## config.mk

```make
export PLATFORM = sky130hd
export DESIGN_NAME = acb_bank
export DESIGN_NICKNAME = d
export VERILOG_FILES = /design/src/acb_bank.v /design/src/acb_cfg_mem.v /design/src/acb_timer.v
export VERILOG_INCLUDE_DIRS = /design/src
export SDC_FILE = /design/constraint.sdc
export NUM_CORES = 1
export LEC_CHECK = 0
export ABC_AREA = 1
export BUFFER_PORTS_ARGS = -buffer_cell sky130_fd_sc_hd__buf_2
export CAP_MARGIN = 20
export CORE_UTILIZATION = 56
export CTS_CLUSTER_SIZE = 12
export DETAILED_ROUTE_END_ITERATION = 16
export HOLD_SLACK_MARGIN = 0.03
export PLACE_DENSITY_LB_ADDON = 0.08
export SLEW_MARGIN = 20
export SYNTH_ARGS = -nofsm -noshare
export SYNTH_HDL_FRONTEND = slang
export SYNTH_SLANG_ARGS = --single-unit
```

## constraint.sdc

```tcl
create_clock -name pclk -period 2.8 [get_ports pclk]
set_input_delay 0.84 -clock pclk [delete_from_list [all_inputs] [get_ports pclk]]
set_output_delay 0.84 -clock pclk [all_outputs]
set_load 0.02 [all_outputs]
```

## src/acb_regs.vh

```
/*
  Register offsets, field positions, reset values and timing counts of the
  auxiliary control and configuration word bank.
  Assumes a 40 MHz pclk and an APB bus with 32-bit data.
*/
`ifndef ACB_REGS_VH
`define ACB_REGS_VH

// ----------------------------------------
// Register indices and byte addresses on APB
// ----------------------------------------
// Each register takes one aligned word, so its byte address is four
// times its index
`define ACB_AUX_TWO_IDX        16'h00F7
`define ACB_AUX_ONE_IDX        16'h00F8
`define ACB_BG_CFG_IDX         16'h1FFB
`define ACB_OSC_CFG_IDX        16'h1FFD
`define ACB_OPT_CFG_IDX        16'h1FFF
`define ACB_AUX_TWO_ADDR       (`ACB_AUX_TWO_IDX << 2)
`define ACB_AUX_ONE_ADDR       (`ACB_AUX_ONE_IDX << 2)
`define ACB_BG_CFG_ADDR        (`ACB_BG_CFG_IDX << 2)
`define ACB_OSC_CFG_ADDR       (`ACB_OSC_CFG_IDX << 2)
`define ACB_OPT_CFG_ADDR       (`ACB_OPT_CFG_IDX << 2)
`define ACB_STATUS_ADDR        16'h2000
`define ACB_CFG_LOAD_ADDR      16'h2004

// ----------------------------------------
// Configuration word index inside the shadow memory
// ----------------------------------------
`define ACB_IDX_BG             2'h0
`define ACB_IDX_OSC            2'h1
`define ACB_IDX_OPT            2'h2

// ----------------------------------------
// Field positions
// ----------------------------------------
`define ACB_AUX_CONTROL_ONE_WDT_KICK      7
`define ACB_AUX_CONTROL_ONE_TMR3_RST      6
`define ACB_AUX_CONTROL_ONE_BG_FORCE      5
`define ACB_AUX_CONTROL_ONE_CONV_START    4
`define ACB_AUX_CONTROL_ONE_PWM0_HOLD     3
`define ACB_AUX_CONTROL_ONE_PWMG_HOLD     2
`define ACB_AUX_CONTROL_ONE_PTR_SEL       0
`define ACB_AUX2_DELAY_HI      2
`define ACB_AUX2_DELAY_LO      1
`define ACB_AUX2_WIDE          0
`define ACB_OPT_LOCK           7
`define ACB_OPT_XRST           6
`define ACB_OPT_LVR_HI         5
`define ACB_OPT_LVR_LO         2

// ----------------------------------------
// Reset values
// ----------------------------------------
`define ACB_AUX_CONTROL_ONE_RST           8'h00
`define ACB_DELAY_RST          2'h3
`define ACB_WIDE_RST           1'h0

// ----------------------------------------
// Delay codes and times in microseconds
// ----------------------------------------
`define ACB_DELAY_OFF          2'h0
`define ACB_DELAY_SHORT        2'h1
`define ACB_DELAY_MID          2'h2
`define ACB_DELAY_LONG         2'h3
`define ACB_T_SHORT_US         900
`define ACB_T_MID_US           3600
`define ACB_T_LONG_US          7200
`define ACB_CLK_MHZ            40

`endif

```

## src/acb_bank.v

```verilog
/*
  Auxiliary control register bank with flash configuration word latches,
  reached over APB.
  Assumes flash words arrive on plain inputs from the flash block on pclk,
  and conversion end and programming wait come from logic on pclk.
*/
// The APB register port was left to the implementer.
// How it works
// Delay codes 10/11 time out after 3.6/7.2 ms
// Wide bit selects 8-bit or 16-bit mul/div
// Watchdog kick bit self-clears next cycle
// Timer three reset bit self-clears next cycle
// Bandgap forced on except idle and stop
// Conversion start set by software, hardware clears
// PWM channel zero held while bit set
// PWM channels one to six held together
// Bandgap trim from config word bits 3-0
// Oscillator trim from config word bits 6-0
// Lock bit protects code from readout
// External reset pin honoured only when enabled
// Four-bit code selects low-voltage reset level
// Code 00 disables, 01 times out 0.9 ms
// Config words copied before processor starts
`timescale 1ns/1ps
`default_nettype none
`include "acb_regs.vh"
module acb_bank #(
  parameter TWIDTH = 20
) (
  input  wire        pclk,
  input  wire        presetn,
  input  wire        psel,
  input  wire        penable,
  input  wire        pwrite,
  input  wire [15:0] paddr,
  input  wire [31:0] pwdata,
  output reg  [31:0] prdata,
  output reg         pready,
  output reg         pslverr,
  input  wire [7:0]  flash_bg_word,
  input  wire [7:0]  flash_osc_word,
  input  wire [7:0]  flash_opt_word,
  input  wire        conversion_done,
  input  wire        program_waiting,
  input  wire        idle_or_stop,
  input  wire        ext_reset_pin_n,
  output reg         cpu_release,
  output reg         program_timeout,
  output reg         wide_arithmetic_mode,
  output reg         watchdog_kick,
  output reg         timer_three_reset,
  output reg         bandgap_on,
  output reg         conversion_start,
  output reg         pwm_zero_hold,
  output reg         pwm_group_hold,
  output reg         pointer_bank_select,
  output reg  [3:0]  bandgap_adjust,
  output reg  [6:0]  oscillator_adjust,
  output reg         code_readout_lock,
  output reg         ext_reset_req,
  output reg  [3:0]  low_voltage_reset_level
);

  // ----------------------------------------
  // Timing counts
  // ----------------------------------------
  // Products are worked out at 32 bits and cut to the counter width on
  // purpose; TWIDTH must hold the longest count
  localparam [31:0]       CNT_SHORT_W = `ACB_T_SHORT_US * `ACB_CLK_MHZ;
  localparam [31:0]       CNT_MID_W   = `ACB_T_MID_US * `ACB_CLK_MHZ;
  localparam [31:0]       CNT_LONG_W  = `ACB_T_LONG_US * `ACB_CLK_MHZ;
  localparam [TWIDTH-1:0] CNT_SHORT   = CNT_SHORT_W[TWIDTH-1:0];
  localparam [TWIDTH-1:0] CNT_MID     = CNT_MID_W[TWIDTH-1:0];
  localparam [TWIDTH-1:0] CNT_LONG    = CNT_LONG_W[TWIDTH-1:0];

  // Load sequencer states
  localparam [1:0] LD_BG   = 2'h0;
  localparam [1:0] LD_OSC  = 2'h1;
  localparam [1:0] LD_OPT  = 2'h2;
  localparam [1:0] LD_DONE = 2'h3;

  // ----------------------------------------
  // State
  // ----------------------------------------
  reg  [7:0]        aux_control_one_q;
  reg  [1:0]        delay_q;
  reg  [1:0]        ld_state_q;
  reg  [1:0]        ld_state_d;
  reg  [7:0]        ld_word;
  reg               rst_meta_q;
  reg               rst_sync_q;
  reg               ext_reset_en_q;
  reg  [1:0]        cfg_index;
  reg  [TWIDTH-1:0] limit;
  wire              timeout;
  wire [7:0]        cfg_rdata;
  wire              wr_en;

  // A write lands only at the edge that completes the access, when the
  // registered pready is high; landing it on the first access edge too
  // would fire the self-clearing strobes twice.
  assign wr_en = psel && penable && pwrite && pready;

  // ----------------------------------------
  // Configuration word load at reset
  // ----------------------------------------
  // One word per cycle after reset is released: trim, oscillator, options.
  // The processor stays held until all three are latched, so it never
  // runs on the reset defaults of the trim and option latches.
  always @* begin
    case (ld_state_q)
      LD_BG:   ld_word = flash_bg_word;
      LD_OSC:  ld_word = flash_osc_word;
      LD_OPT:  ld_word = flash_opt_word;
      default: ld_word = 8'h00;
    endcase
    ld_state_d = (ld_state_q == LD_DONE) ? LD_DONE : ld_state_q + 2'h1;
  end

  // ----------------------------------------
  // Shadow word select
  // ----------------------------------------
  // The whole address is decoded: a slice of it aliases two of the words.
  always @* begin
    case (paddr)
      `ACB_OSC_CFG_ADDR: cfg_index = `ACB_IDX_OSC;
      `ACB_OPT_CFG_ADDR: cfg_index = `ACB_IDX_OPT;
      default:           cfg_index = `ACB_IDX_BG;
    endcase
  end

  acb_cfg_mem u_mem (
    .pclk    (pclk),
    .presetn (presetn),
    .we      (ld_state_q != LD_DONE),
    .waddr   (ld_state_q),
    .wdata   (ld_word),
    .raddr   (cfg_index),
    .rdata   (cfg_rdata)
  );

  // Latched fields are taken from the load words directly, so the
  // memory copy is the software-visible view only.
  always @(posedge pclk or negedge presetn) begin
    if (!presetn) begin
      ld_state_q              <= LD_BG;
      cpu_release             <= 1'b0;
      bandgap_adjust          <= 4'h0;
      oscillator_adjust       <= 7'h00;
      code_readout_lock       <= 1'b1;
      low_voltage_reset_level <= 4'h0;
      ext_reset_en_q          <= 1'b0;
    end else begin
      ld_state_q <= ld_state_d;
      case (ld_state_q)
        LD_BG:   bandgap_adjust <= ld_word[3:0];
        LD_OSC:  oscillator_adjust <= ld_word[6:0];
        LD_OPT: begin
          code_readout_lock       <= ld_word[`ACB_OPT_LOCK];
          ext_reset_en_q          <= ld_word[`ACB_OPT_XRST];
          low_voltage_reset_level <= ld_word[`ACB_OPT_LVR_HI:`ACB_OPT_LVR_LO];
        end
        default: cpu_release <= 1'b1;
      endcase
    end
  end

  // ----------------------------------------
  // External reset pin, synchronised then gated
  // ----------------------------------------
  // The pin is asynchronous to pclk, so two flops come before the gate.
  // The enable latch is set only by the load sequencer.
  always @(posedge pclk or negedge presetn) begin
    if (!presetn) begin
      rst_meta_q    <= 1'b1;
      rst_sync_q    <= 1'b1;
      ext_reset_req <= 1'b0;
    end else begin
      rst_meta_q    <= ext_reset_pin_n;
      rst_sync_q    <= rst_meta_q;
      ext_reset_req <= ext_reset_en_q && !rst_sync_q;
    end
  end

  // ----------------------------------------
  // Control registers
  // ----------------------------------------
  always @(posedge pclk or negedge presetn) begin
    if (!presetn) begin
      aux_control_one_q               <= `ACB_AUX_CONTROL_ONE_RST;
      delay_q              <= `ACB_DELAY_RST;
      wide_arithmetic_mode <= `ACB_WIDE_RST;
    end else begin
      // Self-clearing strobes fall back after one cycle
      aux_control_one_q[`ACB_AUX_CONTROL_ONE_WDT_KICK]  <= 1'b0;
      aux_control_one_q[`ACB_AUX_CONTROL_ONE_TMR3_RST]  <= 1'b0;
      if (conversion_done) begin
        aux_control_one_q[`ACB_AUX_CONTROL_ONE_CONV_START] <= 1'b0;
      end
      if (wr_en && paddr == `ACB_AUX_ONE_ADDR) begin
        // A software set in the done cycle wins over the hardware clear.
        // Bit 1 has no function and always reads back 0.
        aux_control_one_q <= pwdata[7:0] & 8'hFD;
      end
      if (wr_en && paddr == `ACB_AUX_TWO_ADDR) begin
        delay_q              <= pwdata[`ACB_AUX2_DELAY_HI:`ACB_AUX2_DELAY_LO];
        wide_arithmetic_mode <= pwdata[`ACB_AUX2_WIDE];
      end
    end
  end

  // ----------------------------------------
  // Outputs from the control register and the timer
  // ----------------------------------------
  always @(posedge pclk or negedge presetn) begin
    if (!presetn) begin
      watchdog_kick       <= 1'b0;
      timer_three_reset   <= 1'b0;
      bandgap_on          <= 1'b0;
      conversion_start    <= 1'b0;
      pwm_zero_hold       <= 1'b0;
      pwm_group_hold      <= 1'b0;
      pointer_bank_select <= 1'b0;
      program_timeout     <= 1'b0;
    end else begin
      // Every output is a flop so the far blocks see clean levels
      watchdog_kick       <= aux_control_one_q[`ACB_AUX_CONTROL_ONE_WDT_KICK];
      timer_three_reset   <= aux_control_one_q[`ACB_AUX_CONTROL_ONE_TMR3_RST];
      // Auto mode leaves the bandgap to the analog sequencer: report off
      bandgap_on          <= aux_control_one_q[`ACB_AUX_CONTROL_ONE_BG_FORCE] && !idle_or_stop;
      conversion_start    <= aux_control_one_q[`ACB_AUX_CONTROL_ONE_CONV_START];
      pwm_zero_hold       <= aux_control_one_q[`ACB_AUX_CONTROL_ONE_PWM0_HOLD];
      pwm_group_hold      <= aux_control_one_q[`ACB_AUX_CONTROL_ONE_PWMG_HOLD];
      pointer_bank_select <= aux_control_one_q[`ACB_AUX_CONTROL_ONE_PTR_SEL];
      program_timeout     <= timeout;
    end
  end

  // ----------------------------------------
  // Programming wait watchdog
  // ----------------------------------------
  // Code 00 holds the counter clear, so its limit is a don't-care.
  // While the wait lasts the flag repeats once per period.
  always @* begin
    case (delay_q)
      `ACB_DELAY_SHORT: limit = CNT_SHORT;
      `ACB_DELAY_MID:   limit = CNT_MID;
      `ACB_DELAY_LONG:  limit = CNT_LONG;
      default:          limit = CNT_SHORT;
    endcase
  end

  acb_timer #(
    .WIDTH (TWIDTH)
  ) u_timer (
    .pclk    (pclk),
    .presetn (presetn),
    .run     (program_waiting),
    .enable  (delay_q != `ACB_DELAY_OFF),
    .limit   (limit),
    .timeout (timeout)
  );

  // ----------------------------------------
  // APB read and answer: one wait state so the memory read can settle
  // ----------------------------------------
  // Setup at edge 0; the access seen at edge 1 raises pready with prdata;
  // the master samples both at edge 2. Back-to-back transfers are fine
  // since pready drops for a cycle between them.
  always @(posedge pclk or negedge presetn) begin
    if (!presetn) begin
      prdata  <= 32'h00000000;
      pready  <= 1'b0;
      pslverr <= 1'b0;
    end else begin
      pready  <= 1'b0;
      pslverr <= 1'b0;
      if (psel && penable && !pready) begin
        pready <= 1'b1;
        prdata <= 32'h00000000;
        case (paddr)
          `ACB_AUX_ONE_ADDR:  prdata[7:0] <= aux_control_one_q;
          `ACB_AUX_TWO_ADDR:  prdata[7:0] <= {5'h00, delay_q, wide_arithmetic_mode};
          `ACB_BG_CFG_ADDR,
          `ACB_OSC_CFG_ADDR,
          `ACB_OPT_CFG_ADDR: begin
            // Readback is blocked while the lock is set
            prdata[7:0] <= code_readout_lock ? 8'h00 : cfg_rdata;
            pslverr     <= pwrite;
          end
          // Status word: load finished and the time-out pulse
          `ACB_STATUS_ADDR:   prdata[1:0] <= {cpu_release, program_timeout};
          default:            pslverr <= 1'b1;
        endcase
      end
    end
  end

endmodule // acb_bank
`default_nettype wire

```

## src/acb_cfg_mem.v

```verilog
/*
  Shadow memory of the three flash configuration words with registered
  read data.
  Assumes one write port driven by the load sequencer.
*/
`timescale 1ns/1ps
`default_nettype none
module acb_cfg_mem (
  input  wire       pclk,
  input  wire       presetn,
  input  wire       we,
  input  wire [1:0] waddr,
  input  wire [7:0] wdata,
  input  wire [1:0] raddr,
  output reg  [7:0] rdata
);

  reg [7:0] mem_q [0:3];
  integer   i;

  always @(posedge pclk or negedge presetn) begin
    if (!presetn) begin
      for (i = 0; i < 4; i = i + 1) begin
        mem_q[i] <= 8'h00;
      end
      rdata <= 8'h00;
    end else begin
      if (we) begin
        mem_q[waddr] <= wdata;
      end
      rdata <= mem_q[raddr];
    end
  end

endmodule // acb_cfg_mem
`default_nettype wire

```

## src/acb_timer.v

```verilog
/*
  Programming wait watchdog timer: counts while programming waits and
  pulses a time-out flag when the selected limit is reached.
  Assumes limits are held stable while the wait is in progress.
*/
`timescale 1ns/1ps
`default_nettype none
module acb_timer #(
  parameter WIDTH = 20
) (
  input  wire             pclk,
  input  wire             presetn,
  input  wire             run,
  input  wire             enable,
  input  wire [WIDTH-1:0] limit,
  output reg              timeout
);

  reg [WIDTH-1:0] count_q;

  always @(posedge pclk or negedge presetn) begin
    if (!presetn) begin
      count_q <= {WIDTH{1'b0}};
      timeout <= 1'b0;
    end else if (!run || !enable) begin
      count_q <= {WIDTH{1'b0}};
      timeout <= 1'b0;
    end else if (count_q == limit - 1'b1) begin
      count_q <= {WIDTH{1'b0}};
      timeout <= 1'b1;
    end else begin
      count_q <= count_q + 1'b1;
      timeout <= 1'b0;
    end
  end

endmodule // acb_timer
`default_nettype wire

```

Word level (Yosys, flattened, before mapping)
Cells that the tools add are included.

Add/sub/neg operators: 3. $lt $le $gt $ge: 3. Eq/ne operators: 13. Multiplexer cells: 22. Bitwise logic cells: 2. Reduce and logical (&&, ||, !) cells: 21.

Operators with widths (number): == test 16 x 15 -> 1 bit (second input constant) (3); two-way mux 20 bit (2); two-way mux 8 bit (5); one-hot mux 19 bit (2 select lines) (1); bitwise mux 32 bit (1); == test 16 x 10 -> 1 bit (second input constant) (2); one-hot mux 8 bit (3 select lines) (1); adder 20 x 1 -> 20 bit (second input constant) (1); == test 20 bit (1); subtractor 19 x 1 -> 20 bit (second input constant) (1); one-hot mux 6 bit (3 select lines) (1); binary-select mux 8 bit (select 2 bit) (1); demux 8 bit (select 2 bit) (1); == test 16 x 14 -> 1 bit (second input constant) (1); logical AND 1 bit (9); OR reduction 3 bit (3); == test 2 bit (second input constant) (4); one-hot mux 2 bit (4 select lines) (1); greater-or-equal comparator 3 bit (second input constant) (2); NOT 2 -> 3 bit (2); zero test 1 bit (5); two-way mux 1 bit (5); one-hot mux 2 bit (2 select lines) (1); nonzero test 2 bit (2); other kinds (8) (8).

Register bits after elaboration: 112. Bits of input ports: 81. Logic and storage cells: 97.

Longest topological paths before layout
Gate-level depths: netlist of the first run.

Depth after elaboration: 6. Depth in mapped cells: 10. Depth with buffers taken out: 10.

Cells and area by module
A second synthesis of the first run with hierarchy kept.

Cells, all modules: 940. Area, all modules: 6759.0 µm².

By module, submodules not included: acb_bank (instances 1, cells each 318, area each 2538.7 µm², seq. area each 1282.5 µm²); acb_timer (instances 1, cells each 379, area each 2234.6 µm², seq. area each 525.5 µm²); acb_cfg_mem (instances 1, cells each 243, area each 1985.7 µm², seq. area each 1001.0 µm²).

Worst setup path after synthesis of the first run
Ideal clock, no wire load.

Path type: input-to-reg. From: input paddr[9]. To: register u_mem.rdata[0]. Setup time: 0.129 ns. Arrival: 1.651 ns. Data required time: 2.671 ns. Path slack: 1.020 ns. Stages: 9. Cell sequence: nand2_1 > inv_1 > nand2_1 > nor2_2 > nand2_2 > clkinv_2 > nor2_1 > o21ai_0 > o21ai_0.

Longest elaborated chain between the ends: 6. Elaborated cells between the ends (all ways): 7.

Ends and longest elaborated chain: from (decl) (RTL line acb_bank.v:35) `input wire [15:0] paddr,`; == test 16 x 15 -> 1 bit (RTL line acb_bank.v:125) `case (paddr)`; one-hot mux 2 bit (2 select lines) (*) (RTL line acb_bank.v:125); NOT 2 -> 3 bit (implied by the code) (*) (RTL line acb_cfg_mem.v:31) `rdata <= mem_q[raddr];`; binary-select mux 8 bit (select 2 bit) (*) (RTL line acb_cfg_mem.v:31); two-way mux 8 bit (implied by the code) (*) (2 in a row) (RTL line acb_cfg_mem.v:31); to (signal assigned) (RTL line acb_cfg_mem.v:31); to (decl) (RTL line acb_cfg_mem.v:15) `output reg [7:0] rdata`.

Mark *: on every way between the ends. The rest lies on a longest branch, timed or not. The select of a mux whose other input is x is not followed. A chain may end at the register's enable or synchronous reset.

Worst setup path after layout of the first run
From: register code_readout_lock. To: output code_readout_lock.

RTL lines: from (decl) (RTL line acb_bank.v:59) `output reg code_readout_lock,`; from (signal assigned) (RTL line acb_bank.v:159) `` code_readout_lock <= ld_word[`ACB_OPT_LOCK]; ``.

No word-level cell between the ends.

==> metrics.md, run 1 <==
| Metric | Value |
|---|---|
| WL met1 | `4.96 mm` |
| CP delay by family, top | `flip-flops` |
| CTS Buf Count | `9` |
| Post-layout min period | `1.96 ns` |
| Htree depth | `3` |
| Hold WC Path Type | `reg -> reg` |
| Die height | `95.3 um` |
| Type of the worst setup path | `reg -> out` |
| Worst hold stages | `0` |
| Reg clk slew, reported paths | `0.11 ns` |
| Synth warn | `0` |
| Distinct cells, synth | `41` |
| Tightest Pin Transition | `0.872 ns` |
| Top sig layer | `met4` |
| Starting DRC count in detailed routing | `156` |
| Die X | `95.3 um` |
| Starting Density | `58.5%` |
| Slew HR | `41.7%` |
| Met3 WL post-DR | `480 um` |
| PwrDens | `491 nW/um^2` |
| Clock skew | `0.0123 ns` |
| Post-cts gate resize count | `0` |
| Area contributors post-synth | `dfrtp_1 51%, nand2_1 11%, inv_1 5.2%, o21ai_0 4.9%, nor2_1 4.6%` |
| Max stage delay on crit path | `0.59 ns` |
| CTS root buffer | `clkbuf_8` |
| GRT Overall Usage | `24.2%` |
| Post-CTS setup buffers | `0` |
| Setup TNS | `0 ns` |
| Yosys top cell by area | `dfrtp_1` |
| Routed len/inst | `12.9 um` |
| Initial antenna violation count | `0` |
| Hold Fails Final Rpt | `0` |
| Clk_lat worst skew | `0.36 ns` |
| Max-Cap Viols | `0` |
| Clk buf depth | `2` |
| Synthesized area per cell | `8.48 sq um` |
| Min Hold Slack | `0.360 ns` |
| IO buf count | `93` |
| Slowest CP cell | `dfstp_2` |
| Pre-antenna DRT Iters | `4` |
| Global route overflow | `0` |
| Crit path capture type | `output pin` |
| Hold buffer count at CTS | `0` |
| Cell Area, Synth | `4880 sq um` |
| Sequential fraction of the synthesis area | `53.5%` |
| Cell Rows | `33` |
| Fin. max-slew vios | `0` |
| Antenna diodes | `0` |
| CP Launch Type | `register` |
| # DRC | `0` |
| Crit path DAT | `1.12 ns` |
| Vias in the first global route | `3642` |
| Tcrit/Tclk final | `70.2%` |
| Routed vias/inst | `4.89` |
| Fraction of final layout cells sized beyond drive strength 1 | `23.6%` |
| Met2 routed WL | `4.59 mm` |
| Final WS setup | `0.836 ns` |
| Post-Route WL | `10.1 mm` |
| Worst EP required | `1.96 ns` |
| P&R area growth vs syn | `14.2%` |
| Fin util | `66.8%` |
| Seq cells post-synth | `104` |
| Die ar. | `9080 sq um` |
| Gpl congestion | `0.959` |
| Hpwl dp | `7.87 mm` |
| Syn Inst Count | `575` |
| Core box area | `8340 sq um` |
| Crit-path cells | `buf_2` |
| Final ANT Viol Nets | `0` |
| Outcome | `complete, no violations` |
| Finish-stage setup viols | `0` |
| Sink Count | `104` |
| Buf+Inv Stages, Crit Path | `1` |
| Pleak | `2.88 nW` |
| Power Total | `2.74 mW` |
| Maximum clock rate | `509 MHz` |
| Largest net degree at the start of global routing | `40` |
| RSZ-0062 raised after global routing | `false` |
| Reg2Reg Depth | `5` |
| Critical Path Fanout Max | `5` |
| Global-route wire length before repair | `16.7 mm` |
| Yosys top cell area share | `50.8%` |
| Vias | `3832` |
| Max rail drop VDD | `342 uV` |
| CTS tree | `yes` |
| Critical path depth in cells | `1` |
| Dpl ws | `0.587 ns` |
| Top-Level Pins | `142` |
| Nets | `756` |
cells by family (layout without fill, tap and decap cells):
| logic type | after synthesis | count (layout) | share of synthesized area [%] |
|---|---|---|---|
| other cells | 1 | 24 | 0.0769 |
| mux | 1 | 1 | 0.231 |
| simple gates | 287 | 287 | 26.4 |
| compound gates | 62 | 62 | 6.62 |
| flops | 104 | 104 | 53.5 |
| buf+inv | 107 | 188 | 10.8 |
| xor+xnor | 12 | 12 | 2.16 |
| fa+ha+maj | 1 | 1 | 0.257 |
where the power goes:
| part | internal (mW) | leakage, nW | switching [mW] |
|---|---|---|---|
| combinational | 0.0661 | 1.46 | 0.141 |
| clock | 0.431 | 0.107 | 0.542 |
| sequential | 1.54 | 1.31 | 0.0151 |
| total | 2.04 | 2.88 | 0.698 |
through the flow:
stage,cells,area (sq um)
floorplan,598,4960
global placement,768,5360
detailed placement,768,5360
CTS,784,5570
global route,784,5570
finish,784,5570
routing by layer:
layer	GRT usage (%)	vias to the layer above
li1	-	1941
met1	35.0	1767
met2	37.4	115
met3	4.31	9
met4	6.94	0
met5	0	-
registers in the layout, summed over array words and instances (netlist names), 2 cells and up:
name                     cells
low_voltage_reset_level      4
prdata                       8
oscillator_adjust            7
u_mem.mem_q                 24
bandgap_adjust               4
aux_control_one_q            7
u_mem.rdata                  8
ld_state_q                   2
u_timer.count_q             20
delay_q                      2
cell usage after synthesis, drive strengths merged:
| library cell | instances |
|---|---|
| a31oi | 1 |
| or2 | 1 |
| nand4 | 5 |
| and2 | 1 |
| dfstp | 5 |
| and3 | 1 |
| clkinv | 2 |
| o31ai | 1 |
| nor3b | 1 |
| a211oi | 1 |
| mux2 | 1 |
| clkbuf | 3 |
| o21ai | 54 |
| nand3 | 34 |
| inv | 74 |
| nor3 | 12 |
| o21bai | 1 |
| a21oi | 1 |
| o22ai | 3 |
| nand3b | 2 |
| conb | 1 |
| nand2 | 149 |
| nor2 | 81 |
| ha | 1 |
| buf | 28 |
| xor2 | 12 |
| dfrtp | 99 |
cells in the final DEF, fill, tap and decap left out, drive strengths merged, types with 5 or more instances in the layout:
cell type / count
buf: 96
clkbuf: 9
clkinv: 5
conb: 24
dfrtp: 99
dfstp: 5
inv: 77
nand2: 149
nand3: 34
nand4: 5
nor2: 81
nor3: 12
o21ai: 54
xor2: 12
worst reg2reg max path, stage by stage, from the launching register on:
cell      delay, ns
dfrtp_1        0.50
inv_1          0.11
nor2_2         0.43
clkinv_1       0.41
nand2_1        0.14
nand2_1        0.06
area by class of cell:
class | count | area, sq um
clock buffers | 9 | 124
clock inverters | 7 | 86.3
fillers | 723 | 2770
inverters | 76 | 289
multi-input cells | 387 | 1830
flip-flops and latches | 104 | 2610
well taps | 105 | 131
repair buffers | 96 | 503
final timing paths:
check / startpoint / end / slack, ns
max: code_readout_lock$_DFFE_PN1N_ / code_readout_lock / 0.84
min: rst_meta_q$_DFF_PN1_ / rst_sync_q$_DFF_PN1_ / 0.36
max reg2reg: ld_state_q[0]$_DFF_PN0_ / oscillator_adjust[2]$_DFFE_PN0N_ / 1.05
min reg2reg: rst_meta_q$_DFF_PN1_ / rst_sync_q$_DFF_PN1_ / 0.36
max in group asynchronous: presetn / delay_q[0]$_DFFE_PN1P_ / 1.74
min in group asynchronous: presetn / timer_three_reset$_DFF_PN0_ / 0.40
No activity file was read; power rests on OpenSTA's default activity.
==> run 2: changes to the inputs <==
--- a/config.mk
+++ b/config.mk
@@ -9,7 +9,7 @@
 export ABC_AREA = 1
 export BUFFER_PORTS_ARGS = -buffer_cell sky130_fd_sc_hd__buf_2
 export CAP_MARGIN = 20
-export CORE_UTILIZATION = 56
+export CORE_UTILIZATION = 47
 export CTS_CLUSTER_SIZE = 12
 export DETAILED_ROUTE_END_ITERATION = 16
 export HOLD_SLACK_MARGIN = 0.03
==> constraint.sdc (replaced) <==
create_clock -name pclk -period 1.7 [get_ports pclk]
set_input_delay 0.51 -clock pclk [delete_from_list [all_inputs] [get_ports pclk]]
set_output_delay 0.51 -clock pclk [all_outputs]
set_load 0.02 [all_outputs]
==> metrics.md, run 2 (synthesis gave the netlist of run 1 again) <==
| Metric | Value |
|---|---|
| Met2 routed WL | `4.54 mm (-0.92%)` |
| Die height | `104 um (+9.0%)` |
| Commonest non-fill, non-tap cells in the layout | `143 x nand2_1, 99 x dfrtp_1, 92 x buf_2` |
| RSZ-0062 raised after global routing | `false` |
| Worst EP required | `1.19 ns (-0.77 ns)` |
| Fin. max-slew vios | `0 (unchanged)` |
| Clock skew | `0.0126 ns (+0.000294 ns)` |
| Met3 WL post-DR | `476 um (-0.83%)` |
| Max stage delay on crit path | `0.58 ns (about the same)` |
| Min Hold Slack | `0.230 ns (-0.130 ns)` |
| Tcrit/Tclk final | `96.4%` |
| Fraction of final layout cells sized beyond drive strength 1 | `26.0% (+2.4 points)` |
| Pre-antenna DRT Iters | `4 (unchanged)` |
| Starting DRC count in detailed routing | `141 (-9.6%)` |
| Crit-path cells | `buf_2` |
| Slowest CP cell | `dfstp_2` |
| Critical Path Fanout Max | `5 (unchanged)` |
| Core box area | `9910 sq um (+19%)` |
| Hold WC Path Type | `in -> reg` |
| CP delay by family, top | `flip-flops` |
| Initial antenna violation count | `0 (unchanged)` |
| Dpl ws | `-0.0961 ns (-0.683 ns)` |
| Vias in the first global route | `3852 (+5.8%)` |
| Global-route wire length before repair | `18.3 mm (+9.7%)` |
| Hold Fails Final Rpt | `0 (unchanged)` |
| Gpl congestion | `0.909 (-5.3%)` |
| Finish-stage setup viols | `0 (unchanged)` |
| Routed len/inst | `12.6 um (-2.3%)` |
| GRT Overall Usage | `21.4% (-2.8 points)` |
| Biggest regs | `u_mem.mem_q (24), u_timer.count_q (20)` |
| Die ar. | `10800 sq um (+19%)` |
| P&R area growth vs syn | `19.2%` |
| Final ANT Viol Nets | `0 (unchanged)` |
| Max rail drop VDD | `439 uV (+28%)` |
| CTS root buffer | `clkbuf_8` |
| Routed vias/inst | `4.73 (-3.3%)` |
| Reg power frac | `57.4% (+0.5 points)` |
| Worst setup path start | `code_readout_lock$_DFFE_PN1N_` |
| Max FFs per register | `24 (unchanged)` |
| Clock power share | `34.4% (-1.1 points)` |
| Switch share | `24.7% (-0.83 points)` |
| Post-layout min period | `1.64 ns` |
| Starting Density | `49.2% (-9.3 points)` |
| Psw | `1.10 mW (+58%)` |
| Outcome | `complete, no violations` |
| IO buf count | `93 (unchanged)` |
| Antenna diodes | `0 (unchanged)` |
| Hpwl dp | `8.24 mm (+4.8%)` |
| CTS Buf Count | `9 (unchanged)` |
| Max-Cap Viols | `0 (unchanged)` |
| Logic pwr share | `8.1% (+0.5 points)` |
| Post-Route WL | `10.6 mm (+4.3%)` |
| Top-Level Pins | `142 (unchanged)` |
| Final cell count without fillers | `837 (+6.8%)` |
| Cell Rows | `36 (+9.1%)` |
| CP Launch Type | `register` |
| CTS tree | `yes` |
| Crit path capture type | `output pin` |
| Sink Count | `104 (unchanged)` |
| Htree depth | `3 (unchanged)` |
| Largest net degree at the start of global routing | `33 (-18%)` |
| Maximum clock rate | `610 MHz` |
| DP Cell Count | `819 (+6.6%)` |
| Pleak | `3.00 nW (+4.1%)` |
| Die X | `104 um (+9.0%)` |
| HP Start | `ext_reset_pin_n` |
| R2r startpoint | `delay_q[1]$_DFFE_PN1P_` |
| Clk buf depth | `2 (unchanged)` |
| Nets | `781 (+3.3%)` |
| Clk_lat worst skew | `0.37 ns (about the same)` |
| PwrDens | `768 nW/um^2 (+56%)` |
| Crit path DAT | `1.13 ns (about the same)` |
| Buf+Inv Stages, Crit Path | `1 (unchanged)` |
| # DRC | `0 (unchanged)` |
| Global route overflow | `0 (unchanged)` |
| Total internal power | `3.36 mW (+65%)` |
| WL met1 | `5.36 mm (+7.9%)` |
| Reg clk slew, reported paths | `0.10 ns (about the same)` |
| Type of the worst setup path | `reg -> out` |
| Final WS setup | `0.0608 ns (-0.775 ns)` |
| Top sig layer | `met4` |
| Largest Register | `u_mem.mem_q` |
| Commonest non-fill, non-tap cell in the layout | `nand2_1` |
| Vias | `3958 (+3.3%)` |
run 2: worst paths after layout:
| kind | endpoint | slack [ns] | cells past startpoint |
|---|---|---|---|
| setup / recovery | code_readout_lock | 0.06 | 1 |
| setup reg to reg | u_timer.count_q[7]$_DFF_PN0_ | 0.12 | 7 |
| hold reg to reg | program_timeout$_DFF_PN0_ | 0.35 | 0 |
| hold / removal | rst_meta_q$_DFF_PN1_ | 0.23 | 1 |
| max in group asynchronous | rst_meta_q$_DFF_PN1_ | 0.59 | 3 |
| min in group asynchronous | aux_control_one_q[6]$_DFF_PN0_ | 0.57 | 2 |
run 2: power groups by stage:
stage               sequential (mW)  clock (mW)  combinational (mW)
CTS                            2.56        1.60               0.369
global route                   2.57        1.69               0.412
finish                         2.56        1.54               0.363
global placement               2.61           0               0.359
floorplan                      2.64           0               0.179
detailed placement             2.61           0               0.365
run 2: timing repair:
| action | in CTS | in global routing |
|---|---|---|
| setup endpoints to repair | 0 | 3 |
| gates resized for setup | 0 | 1 |
| buffers inserted | 0 | 1 |
| hold buffers | 1 | 0 |
| endpoints found under the hold margin | 16 | 0 |
run 2: final cells by class:
class                           instances  area [sq um]
Clock inverter                          5          66.3
Timing Repair Buffer                  121           718
Sequential cell                       104          2610
Tap cell                              133           166
Clock buffer                           11           131
Inverter                               76           289
Multi-Input combinational cell        387          1830
Fill cell                             921          4100
run 2: per-layer routing:
layer / up-vias / GRT usage [%]
li1: 1993 / -
met1: 1835 / 31.3
met2: 116 / 32.0
met3: 14 / 3.45
met4: 0 / 8.57
met5: - / 0
run 2: through the flow:
stage	total power [mW]	area, sq um	setup TNS, ns	utilization (%)
2_1_floorplan	2.82	4960	0	-
3_3_place_gp	2.97	5590	-0.239	56.4
3_5_place_dp	2.98	5590	-0.350	56.4
4_1_cts	4.53	5800	0	58.5
5_1_grt	4.67	5810	0	58.6
6_report	4.46	5810	0	58.6
==> run 3: changes to the inputs <==
--- a/config.mk
+++ b/config.mk
@@ -6,10 +6,9 @@
 export SDC_FILE = /design/constraint.sdc
 export NUM_CORES = 1
 export LEC_CHECK = 0
-export ABC_AREA = 1
 export BUFFER_PORTS_ARGS = -buffer_cell sky130_fd_sc_hd__buf_2
 export CAP_MARGIN = 20
-export CORE_UTILIZATION = 47
+export CORE_UTILIZATION = 46
 export CTS_CLUSTER_SIZE = 12
 export DETAILED_ROUTE_END_ITERATION = 16
 export HOLD_SLACK_MARGIN = 0.03
==> metrics.md, run 3 <==
| Metric | Value |
|---|---|
| Outcome | `finished with violations` |
| Failing checks | `setup timing` |
| Tcrit/Tclk final | `108% (+11 points)` |
| Die X | `102 um (-1.9%)` |
| GRT Overall Usage | `20.9% (-0.57 points)` |
| Worst reg2reg path endpoint | `u_timer.count_q[13]$_DFF_PN0_` |
| Yosys top cell by area | `dfrtp_1` |
| RSZ-0062 raised after global routing | `true` |
| Synth Area in Adders | `0.273% (+0.016 points)` |
| Max FFs per register | `24 (unchanged)` |
| IO buf count | `93 (unchanged)` |
| Final ANT Viol Nets | `0 (unchanged)` |
| Antenna diodes | `0 (unchanged)` |
| CTS tree | `yes` |
| Clk_lat worst skew | `0.37 ns (about the same)` |
| Largest family of logic cells by synthesized area | `simple AND/OR/NAND/NOR gates` |
| Syn Inst Count | `448 (-22%)` |
| Final WS setup | `-0.132 ns (-0.193 ns)` |
| R2R Setup Slk | `-0.13 ns (-0.25 ns)` |
| Design area | `5780 sq um (-0.45%)` |
| Mux share of post-synthesis cell area | `4.69% (+4.5 points)` |
| Vias in the first global route | `3365 (-13%)` |
| Htree depth | `3 (unchanged)` |
| Hpwl dp | `7.57 mm (-8.2%)` |
| Starting Density | `47.1% (-2.1 points)` |
| Distinct cells, synth | `53 (+29%)` |
| Fin util | `59.5% (+0.82 points)` |
| R2r startpoint | `u_timer.count_q[19]$_DFF_PN0_` |
| PwrDens | `765 nW/um^2 (-0.39%)` |
| Number of synthesized flops with an enable pin | `0 (unchanged)` |
| Sink Count | `104 (unchanged)` |
| Global route overflow | `0 (unchanged)` |
| Starting DRC count in detailed routing | `73 (-48%)` |
| CTS Buf Count | `9 (unchanged)` |
| Core box area | `9730 sq um (-1.8%)` |
| Slowest CP cell | `or3_4` |
| Reg clk slew, reported paths | `0.09 ns (about the same)` |
| Synth warn | `0 (unchanged)` |
| Global-route wire length before repair | `16.2 mm (-12%)` |
| Post-synthesis compound-gate area fraction | `5.05% (-1.6 points)` |
| Clk buf depth | `2 (unchanged)` |
| Min Hold Slack | `0.241 ns (+0.0103 ns)` |
| Routed len/inst | `13.7 um (+8.5%)` |
| Yosys top cell area share | `54.0% (+3.2 points)` |
| Post-synth top cells | `119 x nand2_1, 99 x dfrtp_1, 35 x nor2_1` |
| Max-Cap Viols | `0 (unchanged)` |
| CTS root buffer | `clkbuf_8` |
| Post-Route WL | `10.1 mm (-5.0%)` |
| Initial antenna violation count | `0 (unchanged)` |
| Tightest Pin Transition | `0.539 ns` |
| Seq cells post-synth | `104 (unchanged)` |
| Crit-path cells | `or3_4 > a211oi_4 > nand2_1 > o211ai_1 > buf_4 > buf_6 > nor2_1` |
| Post-Synth Simple-Gate Area | `23.7% (-2.7 points)` |
| Crit path capture type | `register` |
| Nets | `679 (-13%)` |
| Cell Rows | `36 (unchanged)` |
| Hold Fails Final Rpt | `0 (unchanged)` |
| Hold WC Path Type | `in -> reg` |
| Commonest non-fill, non-tap cell in the layout | `nand2_1` |
| Synthesized area per cell | `10.2 sq um (+21%)` |
| Fraction of final layout cells sized beyond drive strength 1 | `34.0% (+8.0 points)` |
| Commonest non-fill, non-tap cells in the layout | `119 x nand2_1, 99 x dfrtp_1, 92 x buf_2` |
| Gpl congestion | `0.794 (-13%)` |
| Slew HR | `64.1%` |
| Biggest regs | `u_mem.mem_q (24), u_timer.count_q (20)` |
| Die height | `102 um (-1.9%)` |
| # DRC | `0 (unchanged)` |
| Die ar. | `10400 sq um (-3.9%)` |
| Post-synth top flop | `dfrtp_1` |
| Finish-stage setup viols | `20 (+20)` |
| Routed vias/inst | `4.81 (+1.8%)` |
| P&R area growth vs syn | `26.2%` |
| Worst hold stages | `1 (unchanged)` |
| Pleak | `2.89 nW (-3.5%)` |
| Worst EP required | `1.95 ns (+0.76 ns)` |
| Min-Delay Endpoint | `rst_meta_q$_DFF_PN1_` |
| Area contributors post-synth | `dfrtp_1 54%, nand2_1 9.7%, buf_4 4.3%, mux2_2 2.9%, dfstp_2 2.9%` |
| Critical Path Fanout Max | `7 (+2)` |
| CP Launch Type | `register` |
| Max stage delay on crit path | `0.40 ns (-0.18 ns)` |
| Max rail drop VDD | `397 uV (-9.6%)` |
| Largest Register | `u_mem.mem_q` |
| Setup TNS | `-1.66 ns (-1.66 ns)` |
| Maximum clock rate | `546 MHz (-11%)` |
| Type of the worst setup path | `reg -> reg` |
| Sequential fraction of the synthesis area | `56.9% (+3.4 points)` |
| Crit path DAT | `2.08 ns (+0.95 ns)` |
| Top-count cell post-synth | `nand2_1` |
| Vias | `3528 (-11%)` |
| Top-Level Pins | `142 (unchanged)` |
| Area post-placement | `5480 sq um (-2.0%)` |
| Post-layout min period | `1.83 ns (+0.193 ns)` |
| Cell Area, Synth | `4580 sq um (-6.0%)` |
| Clock skew | `0.0127 ns (+0.000144 ns)` |
| Largest net degree at the start of global routing | `39 (+18%)` |
| Dpl ws | `-0.260 ns (-0.164 ns)` |
| Post-synthesis xor/xnor area fraction | `3.44% (+1.3 points)` |
| Fin. max-slew vios | `0 (unchanged)` |
| Post-synthesis async set-or-reset flop share | `100% (unchanged)` |
| HP Start | `ext_reset_pin_n` |
| Reg2Reg Depth | `7 (unchanged)` |
| Pre-antenna DRT Iters | `4 (unchanged)` |
-- run 3: repair_timing --
item	in CTS	in global routing
endpoints found under the hold margin	16	0
pin swaps	7	8
cloned	1	0
setup endpoints to repair	35	21
hold buffers	1	0
resized for setup	11	10
buffers inserted	7	0
-- run 3: per-stage QoR --
| stage | power, mW | cells |
|---|---|---|
| global route | 4.60 | 733 |
| CTS | 4.46 | 734 |
| floorplan | 2.84 | 471 |
| finish | 4.43 | 733 |
| global placement | 3.02 | 711 |
| detailed placement | 3.03 | 711 |
-- run 3: cell families after synthesis --
logic type | after synthesis
flip-flops | 104
XOR/XNOR | 18
multiplexers | 20
other | 1
AND/OR/NAND/NOR | 224
adder cells (fa/ha/maj) | 1
buffers and inverters | 43
AO/OA/AOI/OAI | 37
-- run 3: routing by layer --
layer  GRT usage [%]  part of all wire [%]  vias up  wire length, um
li1                -                     -     1746                -
met1            28.4                    47     1669             4680
met2            33.6                    47      102             4710
met3            3.63                   5.1       11              517
met4            8.02                   1.5        0              149
met5               0                     0        -                0
-- run 3: cell type report --
class                      count  area [sq um]
clock buffer                  12           135
clock inverter                 2          35.0
fill                         871          3950
inverter                       9          33.8
multi-input combinational    324          1880
sequential                   104          2610
tap                          133           166
timing repair buffer         149           923
-- run 3: critical path: cells and delay by family, from the launching register on --
family | cells | cell delay (ns)
and+or+nand+nor | 3 | 0.57
AOI/OAI and AO/OA | 2 | 0.45
DFF | 1 | 0.39
buffers and inverters | 2 | 0.32
-- run 3: worst max path at each step --
stage          slack [ns]  cells past startpoint                           from                               end
2_1_floorplan       -0.01                      5                       paddr[0]  wide_arithmetic_mode$_DFFE_PN0P_
3_3_place_gp        -0.28                      8                       paddr[5]                 pslverr$_DFF_PN0_
3_5_place_dp        -0.26                      8                       paddr[5]                 pslverr$_DFF_PN0_
4_1_cts             -0.03                      7  u_timer.count_q[19]$_DFF_PN0_      u_timer.count_q[6]$_DFF_PN0_
5_1_grt             -0.21                      7  u_timer.count_q[19]$_DFF_PN0_     u_timer.count_q[10]$_DFF_PN0_
6_report            -0.13                      7  u_timer.count_q[19]$_DFF_PN0_     u_timer.count_q[13]$_DFF_PN0_
-- run 3: power by group --
group	internal, mW	switching, mW
clock	0.666	0.784
combinational	0.143	0.242
sequential	2.55	0.0412
total	3.36	1.07
